--- src/shared/tsr_pkg.sv ---
/*
 * Package for the temperature sensor register interface: word layouts, mode codes,
 * the fixed identity word and the link state encoding.
 * Assumes only that tsr_core and the bench import it; tsr_sync does not.
 */
package tsr_pkg;

	localparam int          TSR_WORD_W      = 16;
	localparam int          TSR_TEMP_W      = 14;
	localparam int          TSR_RX_W        = 8;
	localparam int          TSR_CNT_W       = 6;
	localparam int          TSR_TEMP_LSB    = 2;
	localparam logic [5:0]  TSR_TX_CLOCKS   = 6'h10;
	localparam logic [5:0]  TSR_FRAME_CLKS  = 6'h20;
	localparam logic [3:0]  TSR_RX_FULL     = 4'h8;
	localparam logic [7:0]  TSR_CODE_SHUT   = 8'hFF;
	localparam logic [7:0]  TSR_CODE_CONV   = 8'h00;
	localparam logic [1:0]  TSR_PAD_BITS    = 2'h3;
	localparam logic [13:0] TSR_TEMP_RESET  = 14'h0000;
	// Idle pin levels in sync order: chip select high, serial clock low, data line high.
	localparam logic [2:0]  TSR_PIN_IDLE    = 3'h5;
	// Arbitrary maker and device code; it names no real part.
	localparam logic [13:0] TSR_ID_CODE     = 14'h0A5C;

	typedef enum logic {
		TSR_MODE_CONV = 1'b0,
		TSR_MODE_SHUT = 1'b1
	} tsr_mode_t;

	typedef enum logic [1:0] {
		TSR_LINK_IDLE = 2'b00,
		TSR_LINK_TX   = 2'b01,
		TSR_LINK_RX   = 2'b10
	} tsr_link_t;

endpackage

--- src/core/tsr_core.sv ---
/*
 * Register interface of a serial temperature sensor: temperature and identity words
 * shifted out, an 8-bit mode code shifted in, over a three-wire chip-select link.
 * Assumes the link pins are asynchronous to mclk_i and the converter result arrives
 * on mclk_i with a one-cycle valid pulse.
 */
// Operation
// - Three 16-bit registers: temperature and identity read-only, mode control write-only.
// - A received code with low byte all ones selects shutdown.
// - A received code with low byte all zeros selects continuous conversion.
// - The two lowest temperature word bits always go out as ones.
// - Temperature sits in bits 15 to 2, two's complement, 0.03125 degrees each.
// - In shutdown every read returns the identity word instead of temperature.
// - Identity word holds a fixed 14-bit code above two one bits.
// - Frame is 32 clocks: 16 out from device, then 16 in from host.
// - Device changes data on falling clock, samples on rising clock.
// - Input goes through an 8-bit shift register; last eight bits act.
// - Power-up reset starts the device in continuous conversion.
`timescale 1ns/1ps
module tsr_core
	import tsr_pkg::*;
(
	input  wire logic                          mclk_i,
	input  wire logic                          rst_b_i,
	input  wire logic                          chip_sel_b_i,
	input  wire logic                          serial_bus_clock_i,
	input  wire logic                          sio_i,
	output logic                               sio_o,
	output logic                               sio_oe_o,
	input  wire logic [tsr_pkg::TSR_TEMP_W-1:0] temp_code_i,
	input  wire logic                          temp_valid_i,
	output logic                               conv_enable_o,
	output logic                               shutdown_o
);
	import tsr_pkg::*;

	logic [2:0]            pins_s;
	logic                  cs_b_s;
	logic                  sclk_s;
	logic                  sio_s;
	logic                  sclk_d_reg;
	logic                  sclk_rise;
	logic                  sclk_fall;
	logic                  cs_act;
	tsr_link_t             state_reg;
	tsr_link_t             state_next;
	tsr_mode_t             mode_reg;
	tsr_mode_t             mode_next;
	logic [TSR_TEMP_W-1:0] temp_reg;
	logic [TSR_WORD_W-1:0] tx_shift_reg;
	logic [TSR_WORD_W-1:0] tx_shift_next;
	logic [TSR_WORD_W-1:0] out_word;
	logic [TSR_RX_W-1:0]   rx_shift_reg;
	logic [TSR_RX_W-1:0]   rx_shift_next;
	logic [3:0]            rx_cnt_reg;
	logic [3:0]            rx_cnt_next;
	logic [TSR_CNT_W-1:0]  rise_cnt_reg;
	logic [TSR_CNT_W-1:0]  rise_cnt_next;
	logic                  load;
	logic                  tx_done;
	logic                  commit;

	tsr_sync #(
		.WIDTH     (3),
		.RESET_VAL (TSR_PIN_IDLE)
	) u_sync (
		.mclk_i  (mclk_i),
		.rst_b_i (rst_b_i),
		.async_i ({chip_sel_b_i, serial_bus_clock_i, sio_i}),
		.sync_o  (pins_s)
	);

	assign cs_b_s    = pins_s[2];
	assign sclk_s    = pins_s[1];
	assign sio_s     = pins_s[0];
	assign cs_act    = ~cs_b_s;
	assign sclk_rise = sclk_s & ~sclk_d_reg;
	assign sclk_fall = ~sclk_s & sclk_d_reg;

	// The read word is chosen at the start of a frame, so a conversion landing
	// mid-frame never tears the bits already on the wire.
	// The mode control word never appears here: it can be written but not read back.
	assign out_word = (mode_reg == TSR_MODE_SHUT) ? {TSR_ID_CODE, TSR_PAD_BITS}
	                                              : {temp_reg, TSR_PAD_BITS};

	assign load    = (state_reg == TSR_LINK_IDLE) && cs_act;
	assign tx_done = (state_reg == TSR_LINK_TX) && sclk_fall && (rise_cnt_reg >= TSR_TX_CLOCKS);
	// Only a frame that delivered at least eight receive bits may change the mode.
	assign commit  = (state_reg == TSR_LINK_RX) && !cs_act && (rx_cnt_reg == TSR_RX_FULL);

	always_comb begin
		case (state_reg)
			TSR_LINK_IDLE: begin
				state_next = cs_act ? TSR_LINK_TX : TSR_LINK_IDLE;
			end
			TSR_LINK_TX: begin
				if (!cs_act) begin
					state_next = TSR_LINK_IDLE;
				end else if (tx_done) begin
					state_next = TSR_LINK_RX;
				end else begin
					state_next = TSR_LINK_TX;
				end
			end
			TSR_LINK_RX: begin
				state_next = cs_act ? TSR_LINK_RX : TSR_LINK_IDLE;
			end
			default: begin
				state_next = TSR_LINK_IDLE;
			end
		endcase
	end

	assign tx_shift_next = load ? out_word
	                     : ((state_reg == TSR_LINK_TX) && sclk_fall) ? {tx_shift_reg[TSR_WORD_W-2:0], 1'b1}
	                     : tx_shift_reg;
	assign rise_cnt_next = load ? '0
	                     : (sclk_rise && (rise_cnt_reg < TSR_FRAME_CLKS)) ? rise_cnt_reg + 6'h01
	                     : rise_cnt_reg;
	assign rx_shift_next = ((state_reg == TSR_LINK_RX) && sclk_rise) ? {rx_shift_reg[TSR_RX_W-2:0], sio_s}
	                     : rx_shift_reg;
	assign rx_cnt_next   = load ? 4'h0
	                     : ((state_reg == TSR_LINK_RX) && sclk_rise && (rx_cnt_reg < TSR_RX_FULL)) ? rx_cnt_reg + 4'h1
	                     : rx_cnt_reg;

	// Codes other than the two defined ones are ignored rather than acted on.
	assign mode_next = (commit && (rx_shift_reg == TSR_CODE_SHUT)) ? TSR_MODE_SHUT
	                 : (commit && (rx_shift_reg == TSR_CODE_CONV)) ? TSR_MODE_CONV
	                 : mode_reg;

	always_ff @(posedge mclk_i or negedge rst_b_i) begin
		if (!rst_b_i) begin
			state_reg  <= TSR_LINK_IDLE;
			sclk_d_reg <= 1'b0;
		end else begin
			state_reg  <= state_next;
			sclk_d_reg <= sclk_s;
		end
	end

	always_ff @(posedge mclk_i or negedge rst_b_i) begin
		if (!rst_b_i) begin
			mode_reg <= TSR_MODE_CONV;
		end else begin
			mode_reg <= mode_next;
		end
	end

	// Conversions are dropped in shutdown, since the converter is told to stop.
	always_ff @(posedge mclk_i or negedge rst_b_i) begin
		if (!rst_b_i) begin
			temp_reg <= TSR_TEMP_RESET;
		end else if (temp_valid_i && (mode_reg == TSR_MODE_CONV)) begin
			temp_reg <= temp_code_i;
		end
	end

	always_ff @(posedge mclk_i or negedge rst_b_i) begin
		if (!rst_b_i) begin
			tx_shift_reg <= '1;
			rise_cnt_reg <= '0;
			rx_shift_reg <= '0;
			rx_cnt_reg   <= 4'h0;
		end else begin
			tx_shift_reg <= tx_shift_next;
			rise_cnt_reg <= rise_cnt_next;
			rx_shift_reg <= rx_shift_next;
			rx_cnt_reg   <= rx_cnt_next;
		end
	end

	assign sio_o         = tx_shift_reg[TSR_WORD_W-1];
	assign sio_oe_o      = (state_reg == TSR_LINK_TX);
	assign shutdown_o    = (mode_reg == TSR_MODE_SHUT);
	assign conv_enable_o = (mode_reg == TSR_MODE_CONV);
endmodule // tsr_core

--- src/core/tsr_sync.sv ---
/*
 * Two flip-flop synchroniser for a group of independent levels.
 * Assumes each bit is a slowly changing level from another clock domain.
 */
`timescale 1ns/1ps
module tsr_sync #(
	parameter int               WIDTH     = 3,
	parameter logic [WIDTH-1:0] RESET_VAL = '1
) (
	input  wire logic             mclk_i,
	input  wire logic             rst_b_i,
	input  wire logic [WIDTH-1:0] async_i,
	output logic      [WIDTH-1:0] sync_o
);

	if (WIDTH < 1) begin : g_width_check
		$error("tsr_sync: WIDTH must be at least one");
	end

	logic [WIDTH-1:0] meta_reg;

	// Both stages reset to each line's idle level, so no false edge follows reset.
	always_ff @(posedge mclk_i or negedge rst_b_i) begin
		if (!rst_b_i) begin
			meta_reg <= RESET_VAL;
			sync_o   <= RESET_VAL;
		end else begin
			meta_reg <= async_i;
			sync_o   <= meta_reg;
		end
	end

endmodule // tsr_sync

--- config.mk ---
export PLATFORM = sky130hd
export DESIGN_NAME = tsr_core
export DESIGN_NICKNAME = d
export VERILOG_FILES = /design/src/shared/tsr_pkg.sv /design/src/core/tsr_core.sv /design/src/core/tsr_sync.sv
export SDC_FILE = /design/constraint.sdc
export NUM_CORES = 1
export LEC_CHECK = 0
export BUFFER_PORTS_ARGS = -buffer_cell sky130_fd_sc_hd__buf_2
export CAP_MARGIN = 30
export CORE_ASPECT_RATIO = 0.7
export CORE_MARGIN = 2
export CORE_UTILIZATION = 30
export CTS_BUF_LIST = sky130_fd_sc_hd__clkbuf_4
export DETAILED_ROUTE_END_ITERATION = 8
export SETUP_SLACK_MARGIN = 0.3
export SYNTH_ARGS = -nofsm -noshare
export SYNTH_HDL_FRONTEND = slang
export SYNTH_SLANG_ARGS = --single-unit
--- constraint.sdc ---
create_clock -name mclk_i -period 4.25 [get_ports mclk_i]
set_clock_uncertainty 0.15 [all_clocks]
set_input_delay 0.2125 -clock mclk_i [delete_from_list [all_inputs] [get_ports mclk_i]]
set_output_delay 0.2125 -clock mclk_i [all_outputs]
set_load 0.01 [all_outputs]
### After elaboration in Yosys (flattened, before gate mapping)

Index checks and enable logic that the tools add are counted.

* register bits after elaboration: 58
* word-level logic and storage cells: 56

* add/subtract/negate cells: 2
* $lt $le $gt $ge: 3
* equality and inequality tests: 4
* mux-type cells: 14
* bitwise operators: 6
* reduce and logical (&&, ||, !) cells: 17

Operators by type and width (number)
* 16-bit 2-to-1 mux: 3
* 6-bit 2-to-1 mux: 2
* 1-bit logical AND: 11
* 8-bit == test, second input constant: 1
* 8-bit zero test: 1
* 4-bit 2-to-1 mux: 2
* 2-bit nonzero test: 4
* 6-bit by 1-bit adder with 6-bit output, second input constant: 1
* 6-bit by 5-bit >= comparator with 1-bit output, second input constant: 1
* 6-bit < comparator, second input constant: 1
* 2-bit 2-to-1 mux: 3
* 2-bit case mux with 3 select lines: 1
* 4-bit by 1-bit adder with 4-bit output, second input constant: 1
* 4-bit == test, second input constant: 1
* 4-bit < comparator, second input constant: 1
* 1-bit inverter: 4
* 1-bit 2-to-1 mux: 3
* 1-bit bitwise AND: 2
* 2-bit by 1-bit == test with 1-bit output, second input constant: 1
* 2-bit == test, second input constant: 1
* 2-bit zero test: 1

### Logic depth before layout (Yosys ltp)

Gate-level depths: netlist of run 1.

* depth in word-level cells: 7
* gate-level depth with buffers: 6
* gate-level depth less buffers: 5

### Cells and area by module

A second synthesis of run 1 with hierarchy kept.

* cell total of the unflattened synthesis: 204
* area, all modules: 2372.3 um^2

By module, submodules not included
* tsr_core: times used 1, cells an instance 198, area an instance 2217.1 um^2, seq. area each 1268.7 um^2
* tsr_sync: times used 1, cells an instance 6, area an instance 155.1 um^2, seq. area each 155.1 um^2

### Least setup slack after synthesis of run 1

OpenSTA, ideal clock, no wires.

* kind: reg2reg
* start point: register mode_reg, in the netlist shutdown_o
* end point: register temp_reg[10]
* library setup time: 125 ps
* arrival: 1427 ps
* path slack: 2548 ps
* cell stages (with the launch flop): 6
* buffers on the path: 3
* cells stage by stage: dfrtp_1 buf_2 nor2b_1 clkbuf_1 buf_2 mux2_2

* word-level cells in the longest chain between the ends: 2

Ends and longest elaborated chain
* start: declaration: line tsr_core.sv:47 `tsr_mode_t mode_reg;`
* start signal: assignment: line tsr_core.sv:145 `mode_reg <= mode_next;`
* 1-bit inverter: line tsr_core.sv:153 `end else if (temp_valid_i && (mode_reg == TSR_MODE_CONV)) begin`
* 1-bit logical AND: line tsr_core.sv:153
* end signal: assignment: line tsr_core.sv:154 `temp_reg <= temp_code_i;`
* end: declaration: line tsr_core.sv:49 `logic [TSR_TEMP_W-1:0] temp_reg;`

Every way passes these cells.
A chain may end at the register's enable or synchronous reset.

### Worst setup path in the final report of run 1

Same ends and word-level chain as after synthesis.

==> impl_metrics.env, run 1 <==
export IMPL_result_of_the_run="completed"
export IMPL_grt_met2_usage_pct=15.0
export IMPL_floorplan_die_width_um=110
export IMPL_drc_violations=0
export IMPL_yosysWarnings=0
export IMPL_synth_async_sr_flop_share_pct=100
export IMPL_setup_repair_after_global_routing_missed_its_margin="false"
export IMPL_crit_family="simple AND/OR/NAND/NOR gates"
export IMPL_layout_cells_most_common_list="40 x nand2_1, 38 x dfrtp_1, 23 x buf_2"
export IMPL_total_leakage_power_nw=1.25
export IMPL_netlist_top_cells_area="dfrtp_1 40%, dfstp_2 20%, mux2_2 6.6%"
export IMPL_die_h_um=78.4
export IMPL_initial_core_util_pct=30.5
export IMPL_grt_ovfl_total=0
export IMPL_seq_area_frac_synth_pct=60.0
export IMPL_synth_enable_flop_cells=0
export IMPL_critical_path_cell_chain="nor2b_1 -> buf_4 -> mux2_2"
export IMPL_flop_and_latch_count_out_of_synthesis=56
export IMPL_worst_path_max_fanout=10
export IMPL_cts_reportedPaths_clkPinSlew_ns=0.16
export IMPL_number_of_inserted_diodes=0
export IMPL_final_net_count=268
export IMPL_route_detailed_vias_per_inst=4.76
export IMPL_htreeDepth=2
export IMPL_grt_first_pass_wirelength_mm=7.82
export IMPL_final_min_period_over_clock_period_pct=47.0
export IMPL_synth_cell_area_mm2=0.00237
export IMPL_maxClockFrequency_ghz=0.501
export IMPL_antenna_found_initial=0
export IMPL_grt_max_degree=38
export IMPL_most_common_library_cell_in_the_layout_ignoring_fill_and_taps="nand2_1"
export IMPL_setup_viol=0
export IMPL_worst_setup_path_startpoint="shutdown_o$_DFFE_PN0P_"
export IMPL_std_cell_rows=27
export IMPL_cts_tree="done"
export IMPL_timing_hold_violations_final=0
export IMPL_critPathBufInv=1
export IMPL_netlist_cell_type_count=36
export IMPL_drt_initial_drc_count=89
export IMPL_layout_area_overhead_vs_synth_pct=18.7
export IMPL_max_cap_violations=0
export IMPL_critical_path_slowest_cell="nor2b_1"
export IMPL_layout_area_seq_mm2=0.00142
export IMPL_die_area_mm2=0.00865
export IMPL_busiest_layer="met1"
export IMPL_place_port_buffers=23
export IMPL_data_arrival_at_the_endpoint_of_the_critical_path_ns=2.10
export IMPL_place_gp_congestion=0.725
export IMPL_timing_critical_path_slowest_cell_delay_ns=0.57
export IMPL_mappedNetlistNets=227
export IMPL_final_antenna_net_count=0
export IMPL_nFillCells=787
export IMPL_io_pins=24
export IMPL_vias=1651
export IMPL_cp_required_ns=4.36
export IMPL_netlist_top_cell_by_area="dfrtp_1"
export IMPL_ctsLongestPathBuffers=2
export IMPL_first_pass_iters=4
export IMPL_cts_num_sinks=56
export IMPL_multi_input_combinational_cell_area_um2=881
export IMPL_grt_met1_usage_pct=19.5
export IMPL_cts_made_buffers=5
export IMPL_synthesis_instances=204
export IMPL_syn_area_per_cell_um2=11.6
export IMPL_cts_resized=0
export IMPL_synth_flop_cell="dfrtp_1"
export IMPL_crit_path_start_kind="flip-flop"
export IMPL_vdd_ir_drop_max_v=0.000126
export IMPL_routed_wirelength_mm=4.67
export IMPL_drive_above_1_share_pct=28.0
export IMPL_number_of_global_route_vias_before_repair=1516
export IMPL_globalRouteTotalUtil_pct=11.7
export IMPL_synth_largest_type_area_fraction_pct=40.1
export IMPL_floorplan_core_area_mm2=0.00777
export IMPL_final_setup_tns_ns=0
export IMPL_kind_of_end_point_of_the_critical_path="flip-flop"
export IMPL_timing_final_crit_period_ns=2.00
export IMPL_source_of_the_worst_register_to_register_timing_path="shutdown_o$_DFFE_PN0P_"
export IMPL_drv_slew=0
export IMPL_postLayoutCoreUtil_pct=36.2
export IMPL_timing_slew_headroom_pct=56.1
export IMPL_setup_crit_path_kind="flip-flop to flip-flop"
export IMPL_grt_util_met3_pct=2.49
export IMPL_insertion_delay_ns=0.37
export IMPL_ctsRootBufferMaster="clkbuf_4"
export IMPL_worst_slew_pin_transition_ns=0.658
export IMPL_place_detailed_hpwl_mm=3.27
export IMPL_power_per_cell_area_mw_per_mm2=341
export IMPL_detail_route_wl_per_cell_um=13.5
export IMPL_timing_hold_worst_class="primary input to asynchronous set/reset pin"
[cells in the mapped netlist (2+ instances only)]
| cell | instances |
|---|---|
| clkbuf_1 | 5 |
| inv_1 | 3 |
| mux2i_1 | 2 |
| dfstp_2 | 18 |
| nand2_1 | 40 |
| xnor2_1 | 2 |
| nor2_1 | 5 |
| nor2b_1 | 2 |
| mux2_2 | 14 |
| o21ai_0 | 6 |
| nand3b_1 | 2 |
| nand4_1 | 2 |
| ha_1 | 3 |
| or4_1 | 3 |
| nor4bb_1 | 2 |
| nor3b_1 | 2 |
| buf_2 | 3 |
| nor3_1 | 7 |
| buf_6 | 2 |
| nand4bb_1 | 2 |
| or3_1 | 2 |
| and3_1 | 7 |
| dfrtp_1 | 38 |
| nand2b_1 | 2 |
| a21oi_1 | 6 |
| a221o_1 | 7 |
| a31oi_1 | 5 |
| nand3_1 | 4 |
[path summary, 6_finish.rpt]
check / to / slack (ns) / depth (start not counted)
min in group mclk_i: u_sync.sync_o[2]$_DFF_PN1_ / 0.22 / 0
max reg2reg: temp_reg[10]$_DFFE_PN0P_ / 2.25 / 3
min: rx_shift_reg[3]$_DFFE_PN0N_ / 0.16 / 2
max: temp_reg[10]$_DFFE_PN0P_ / 2.25 / 3
min reg2reg: u_sync.sync_o[2]$_DFF_PN1_ / 0.22 / 0
max in group asynchronous: tx_shift_reg[2]$_DFFE_PN1P_ / 2.94 / 3
[layout make-up]
class / count / area share, %
well taps: 101 / 4.49
repair buffers: 44 / 11.3
clock buffers: 5 / 1.33
inverters: 3 / 0.400
multi-input cells: 135 / 31.3
clock inverters: 3 / 0.666
flip-flops and latches: 56 / 50.6
[metal layers]
metal  up-vias  part of all wire [%]
li1        805                     -
met1       814                    57
met2        30                    39
met3         2                   3.3
met4         0                  0.58
met5         -                     0
[cell families (layout without fill, tap and decap cells)]
kind of cell / after synthesis / after routing / share of synthesized area [%]
flip-flops: 56 / 56 / 60.0
multiplexers: 16 / 16 / 7.49
buffers and inverters: 13 / 55 / 2.85
XOR/XNOR: 2 / 2 / 0.739
AND/OR/NAND/NOR: 88 / 88 / 19.8
adder cells (fa/ha/maj): 3 / 3 / 1.58
AO/OA/AOI/OAI: 26 / 26 / 7.49
[stage by stage]
step | cell area (um^2) | hold WS, ns | worst slack, ns | std cells | power, W
2_1_floorplan | 2370 | -0.233 | 2.55 | 204 | 0.000693
3_3_place_gp | 2580 | 0.0264 | 2.28 | 321 | 0.000734
4_1_cts | 2820 | 0.147 | 2.23 | 347 | 0.000974
5_1_grt | 2820 | 0.154 | 2.10 | 347 | 0.00102
3_5_place_dp | 2580 | 0.0335 | 2.27 | 321 | 0.000736
6_report | 2820 | 0.161 | 2.25 | 347 | 0.000961
[what timing repair did]
action / CTS / global route
endpoints found under the hold margin: 36 / 0
buffers inserted: 0 / 0
hold buffers: 18 / 0
[where the power goes]
part           total, W  switching (W)  internal [W]
Clock          0.000223       0.000160     0.0000627
Combinational  0.000109      0.0000479     0.0000613
Sequential     0.000629      0.0000323      0.000597
Power figures use the tool's default switching activity.
==> run 2: changes to the inputs <==
--- a/config.mk
+++ b/config.mk
@@ -5,6 +5,7 @@
 export SDC_FILE = /design/constraint.sdc
 export NUM_CORES = 1
 export LEC_CHECK = 0
+export ABC_AREA = 1
 export BUFFER_PORTS_ARGS = -buffer_cell sky130_fd_sc_hd__buf_2
 export CAP_MARGIN = 30
 export CORE_ASPECT_RATIO = 0.7
==> constraint.sdc (replaced) <==
create_clock -name mclk_i -period 2 [get_ports mclk_i]
set_clock_uncertainty 0.15 [all_clocks]
set_input_delay 0.1 -clock mclk_i [delete_from_list [all_inputs] [get_ports mclk_i]]
set_output_delay 0.1 -clock mclk_i [all_outputs]
set_load 0.01 [all_outputs]
==> impl_metrics.env, run 2 <==
export IMPL_result_of_the_run="completed"
export IMPL_synth_flop_cell="dfrtp_1"
export IMPL_route_detailed_vias_per_inst=4.63
export IMPL_setup_repair_after_global_routing_missed_its_margin="false"
export IMPL_layout_area_overhead_vs_synth_pct=19.9
export IMPL_drt_initial_drc_count=138
export IMPL_switching_power_w=0.000517
export IMPL_routed_wirelength_mm=5.17
export IMPL_worst_slew_pin_transition_ns=0.478
export IMPL_flop_and_latch_count_out_of_synthesis=56
export IMPL_detailedPlace_worstSlack_ns=0.329
export IMPL_place_port_buffers=23
export IMPL_globalRouteTotalUtil_pct=12.6
export IMPL_htreeDepth=2
export IMPL_mappedNetlistNets=309
export IMPL_maxClockFrequency_ghz=0.627
export IMPL_drc_violations=0
export IMPL_initial_core_util_pct=31.2
export IMPL_synth_async_sr_flop_share_pct=100
export IMPL_floorplan_core_area_mm2=0.00794
export IMPL_power_report_internal_total_w=0.00153
export IMPL_power_switching_fraction_pct=25.3
export IMPL_most_common_library_cell_in_the_layout_ignoring_fill_and_taps="nand2_1"
export IMPL_synth_enable_flop_cells=0
export IMPL_die_h_um=80.0
export IMPL_setup_crit_path_kind="flip-flop to output pin"
export IMPL_most_used_standard_cell_by_instance_count_after_synthesis="nand2_1"
export IMPL_syn_area_per_cell_um2=8.66
export IMPL_cp_required_ns=1.75
export IMPL_layout_cells_most_common_list="99 x nand2_1, 50 x nand3_1, 37 x dfrtp_1"
export IMPL_synth_cell_area_mm2=0.00248
export IMPL_power_per_cell_area_mw_per_mm2=690
export IMPL_grt_max_degree=57
export IMPL_worst_slack_ns=0.405
export IMPL_cts_made_buffers=5
export IMPL_final_net_count=354
export IMPL_netlist_cell_type_count=22
export IMPL_final_min_period_over_clock_period_pct=79.7
export IMPL_rr_worst_depth=6
export IMPL_ctsLongestPathBuffers=2
export IMPL_floorplan_die_width_um=113
export IMPL_drive_above_1_share_pct=20.2
export IMPL_timing_slew_headroom_pct=68.1
export IMPL_grt_first_pass_wirelength_mm=9.14
export IMPL_fin_hold_ws_ns=0.0849
export IMPL_netlist_top_cell_by_area="dfrtp_1"
export IMPL_ctsRootBufferMaster="clkbuf_4"
export IMPL_timing_hold_violations_final=0
export IMPL_synth_largest_type_area_fraction_pct=38.4
export IMPL_final_antenna_net_count=0
export IMPL_insertion_delay_ns=0.37
export IMPL_io_pins=24
export IMPL_drv_slew=0
export IMPL_data_arrival_at_the_endpoint_of_the_critical_path_ns=1.34
export IMPL_antenna_found_initial=0
export IMPL_netlist_top_cells_area="dfrtp_1 38%, dfstp_2 19%, nand2_1 15%"
export IMPL_cts_reportedPaths_clkPinSlew_ns=0.15
export IMPL_cts_tree="done"
export IMPL_seq_area_frac_synth_pct=57.5
export IMPL_vias=2004
export IMPL_setup_viol=0
export IMPL_p_seq_share_pct=64.4
export IMPL_power_share_clock_pct=24.0
export IMPL_grt_ovfl_total=0
export IMPL_std_cell_rows=27
export IMPL_crit_path_start_kind="flip-flop"
export IMPL_vdd_ir_drop_max_v=0.000273
export IMPL_timing_final_crit_period_ns=1.59
export IMPL_final_setup_tns_ns=0
export IMPL_detail_route_wl_per_cell_um=11.9
export IMPL_postLayoutCoreUtil_pct=37.4
export IMPL_place_gp_congestion=0.795
export IMPL_kind_of_end_point_of_the_critical_path="output pin"
export IMPL_power_combinational_fraction_pct=11.6
export IMPL_worst_path_max_fanout=16
export IMPL_synthesis_instances=286
export IMPL_die_area_mm2=0.00901
export IMPL_leading_post_synthesis_cells_by_instance_count="99 x nand2_1, 50 x nand3_1, 38 x dfrtp_1, 20 x nor2_1, 18 x dfstp_2"
export IMPL_place_detailed_hpwl_mm=3.54
export IMPL_max_cap_violations=0
export IMPL_yosysWarnings=0
export IMPL_number_of_global_route_vias_before_repair=1956
export IMPL_timing_hold_worst_class="primary input to asynchronous set/reset pin"
export IMPL_total_leakage_power_nw=1.46
export IMPL_post_cts_repair_timing_setup_buffer_count=0
export IMPL_cts_num_sinks=56
export IMPL_first_pass_iters=4
export IMPL_number_of_inserted_diodes=0
==> run 2: cell families (layout without fill, tap and decap cells) <==
logic type	after synthesis	count (layout)	synth area share, %
compound gates	16	16	3.33
buf+inv	26	72	4.75
xor+xnor	1	1	0.354
flops	56	56	57.5
simple gates	184	184	32.5
fa+ha+maj	3	3	1.52
==> run 2: repair_timing <==
item                                    CTS  global route
hold endpoints to repair                 73             0
hold buffers                             19             0
endpoints found under the setup margin    1            12
resized for setup                         1             2
==> run 2: cell type report <==
cell class	instances	area, um^2
repair buffers	46	348
flip-flops and latches	56	1430
clock buffers	7	52.6
fillers	811	4970
inverters	18	67.6
well taps	101	126
clock inverters	1	3.75
multi-input cells	204	945
==> run 2: final timing paths <==
| kind | slack (ns) | startpoint | end |
|---|---|---|---|
| min reg2reg | 0.21 | u_sync.meta_reg[2]$_DFF_PN1_ | u_sync.sync_o[2]$_DFF_PN1_ |
| max in group asynchronous | 1.30 | rst_b_i | u_sync.meta_reg[2]$_DFF_PN1_ |
| max | 0.41 | shutdown_o$_DFFE_PN0P_ | conv_enable_o |
| min | 0.08 | rst_b_i | temp_reg[3]$_DFFE_PN0P_ |
| max reg2reg | 0.46 | state_reg[0]$_DFF_PN0_ | rx_cnt_reg[2]$_DFFE_PN0P_ |
| min in group mclk_i | 0.21 | u_sync.meta_reg[2]$_DFF_PN1_ | u_sync.sync_o[2]$_DFF_PN1_ |
==> run 2: metrics by stage <==
step / total power [W] / instances / instance area [um^2]
floorplan: 0.00145 / 286 / 2480
global placement: 0.00154 / 406 / 2710
detailed placement: 0.00155 / 406 / 2710
CTS: 0.00207 / 433 / 2960
global route: 0.00217 / 433 / 2970
finish: 0.00205 / 433 / 2970
==> run 2: worst max-delay path, stage by stage, from the launching register on <==
cell and delay (ns):
dfrtp_2 0.53, inv_2 0.08, buf_4 0.20, buf_2 0.16
==> run 2: power groups by stage <==
stage	combinational [W]	sequential [W]	clock, W
after CTS	0.000240	0.00132	0.000513
final	0.000236	0.00132	0.000492
after detailed placement	0.000212	0.00134	0
after global routing	0.000275	0.00133	0.000570
after global placement	0.000204	0.00134	0
after floorplan	0.000132	0.00132	0
==> run 2: routing by layer <==
| metal | wire length [um] | GRT usage, % |
|---|---|---|
| met3 | 180 | 2.73 |
| met5 | 0 | 0 |
| met1 | 2620 | 18.2 |
| met4 | 36 | 2.93 |
| met2 | 2330 | 19.2 |
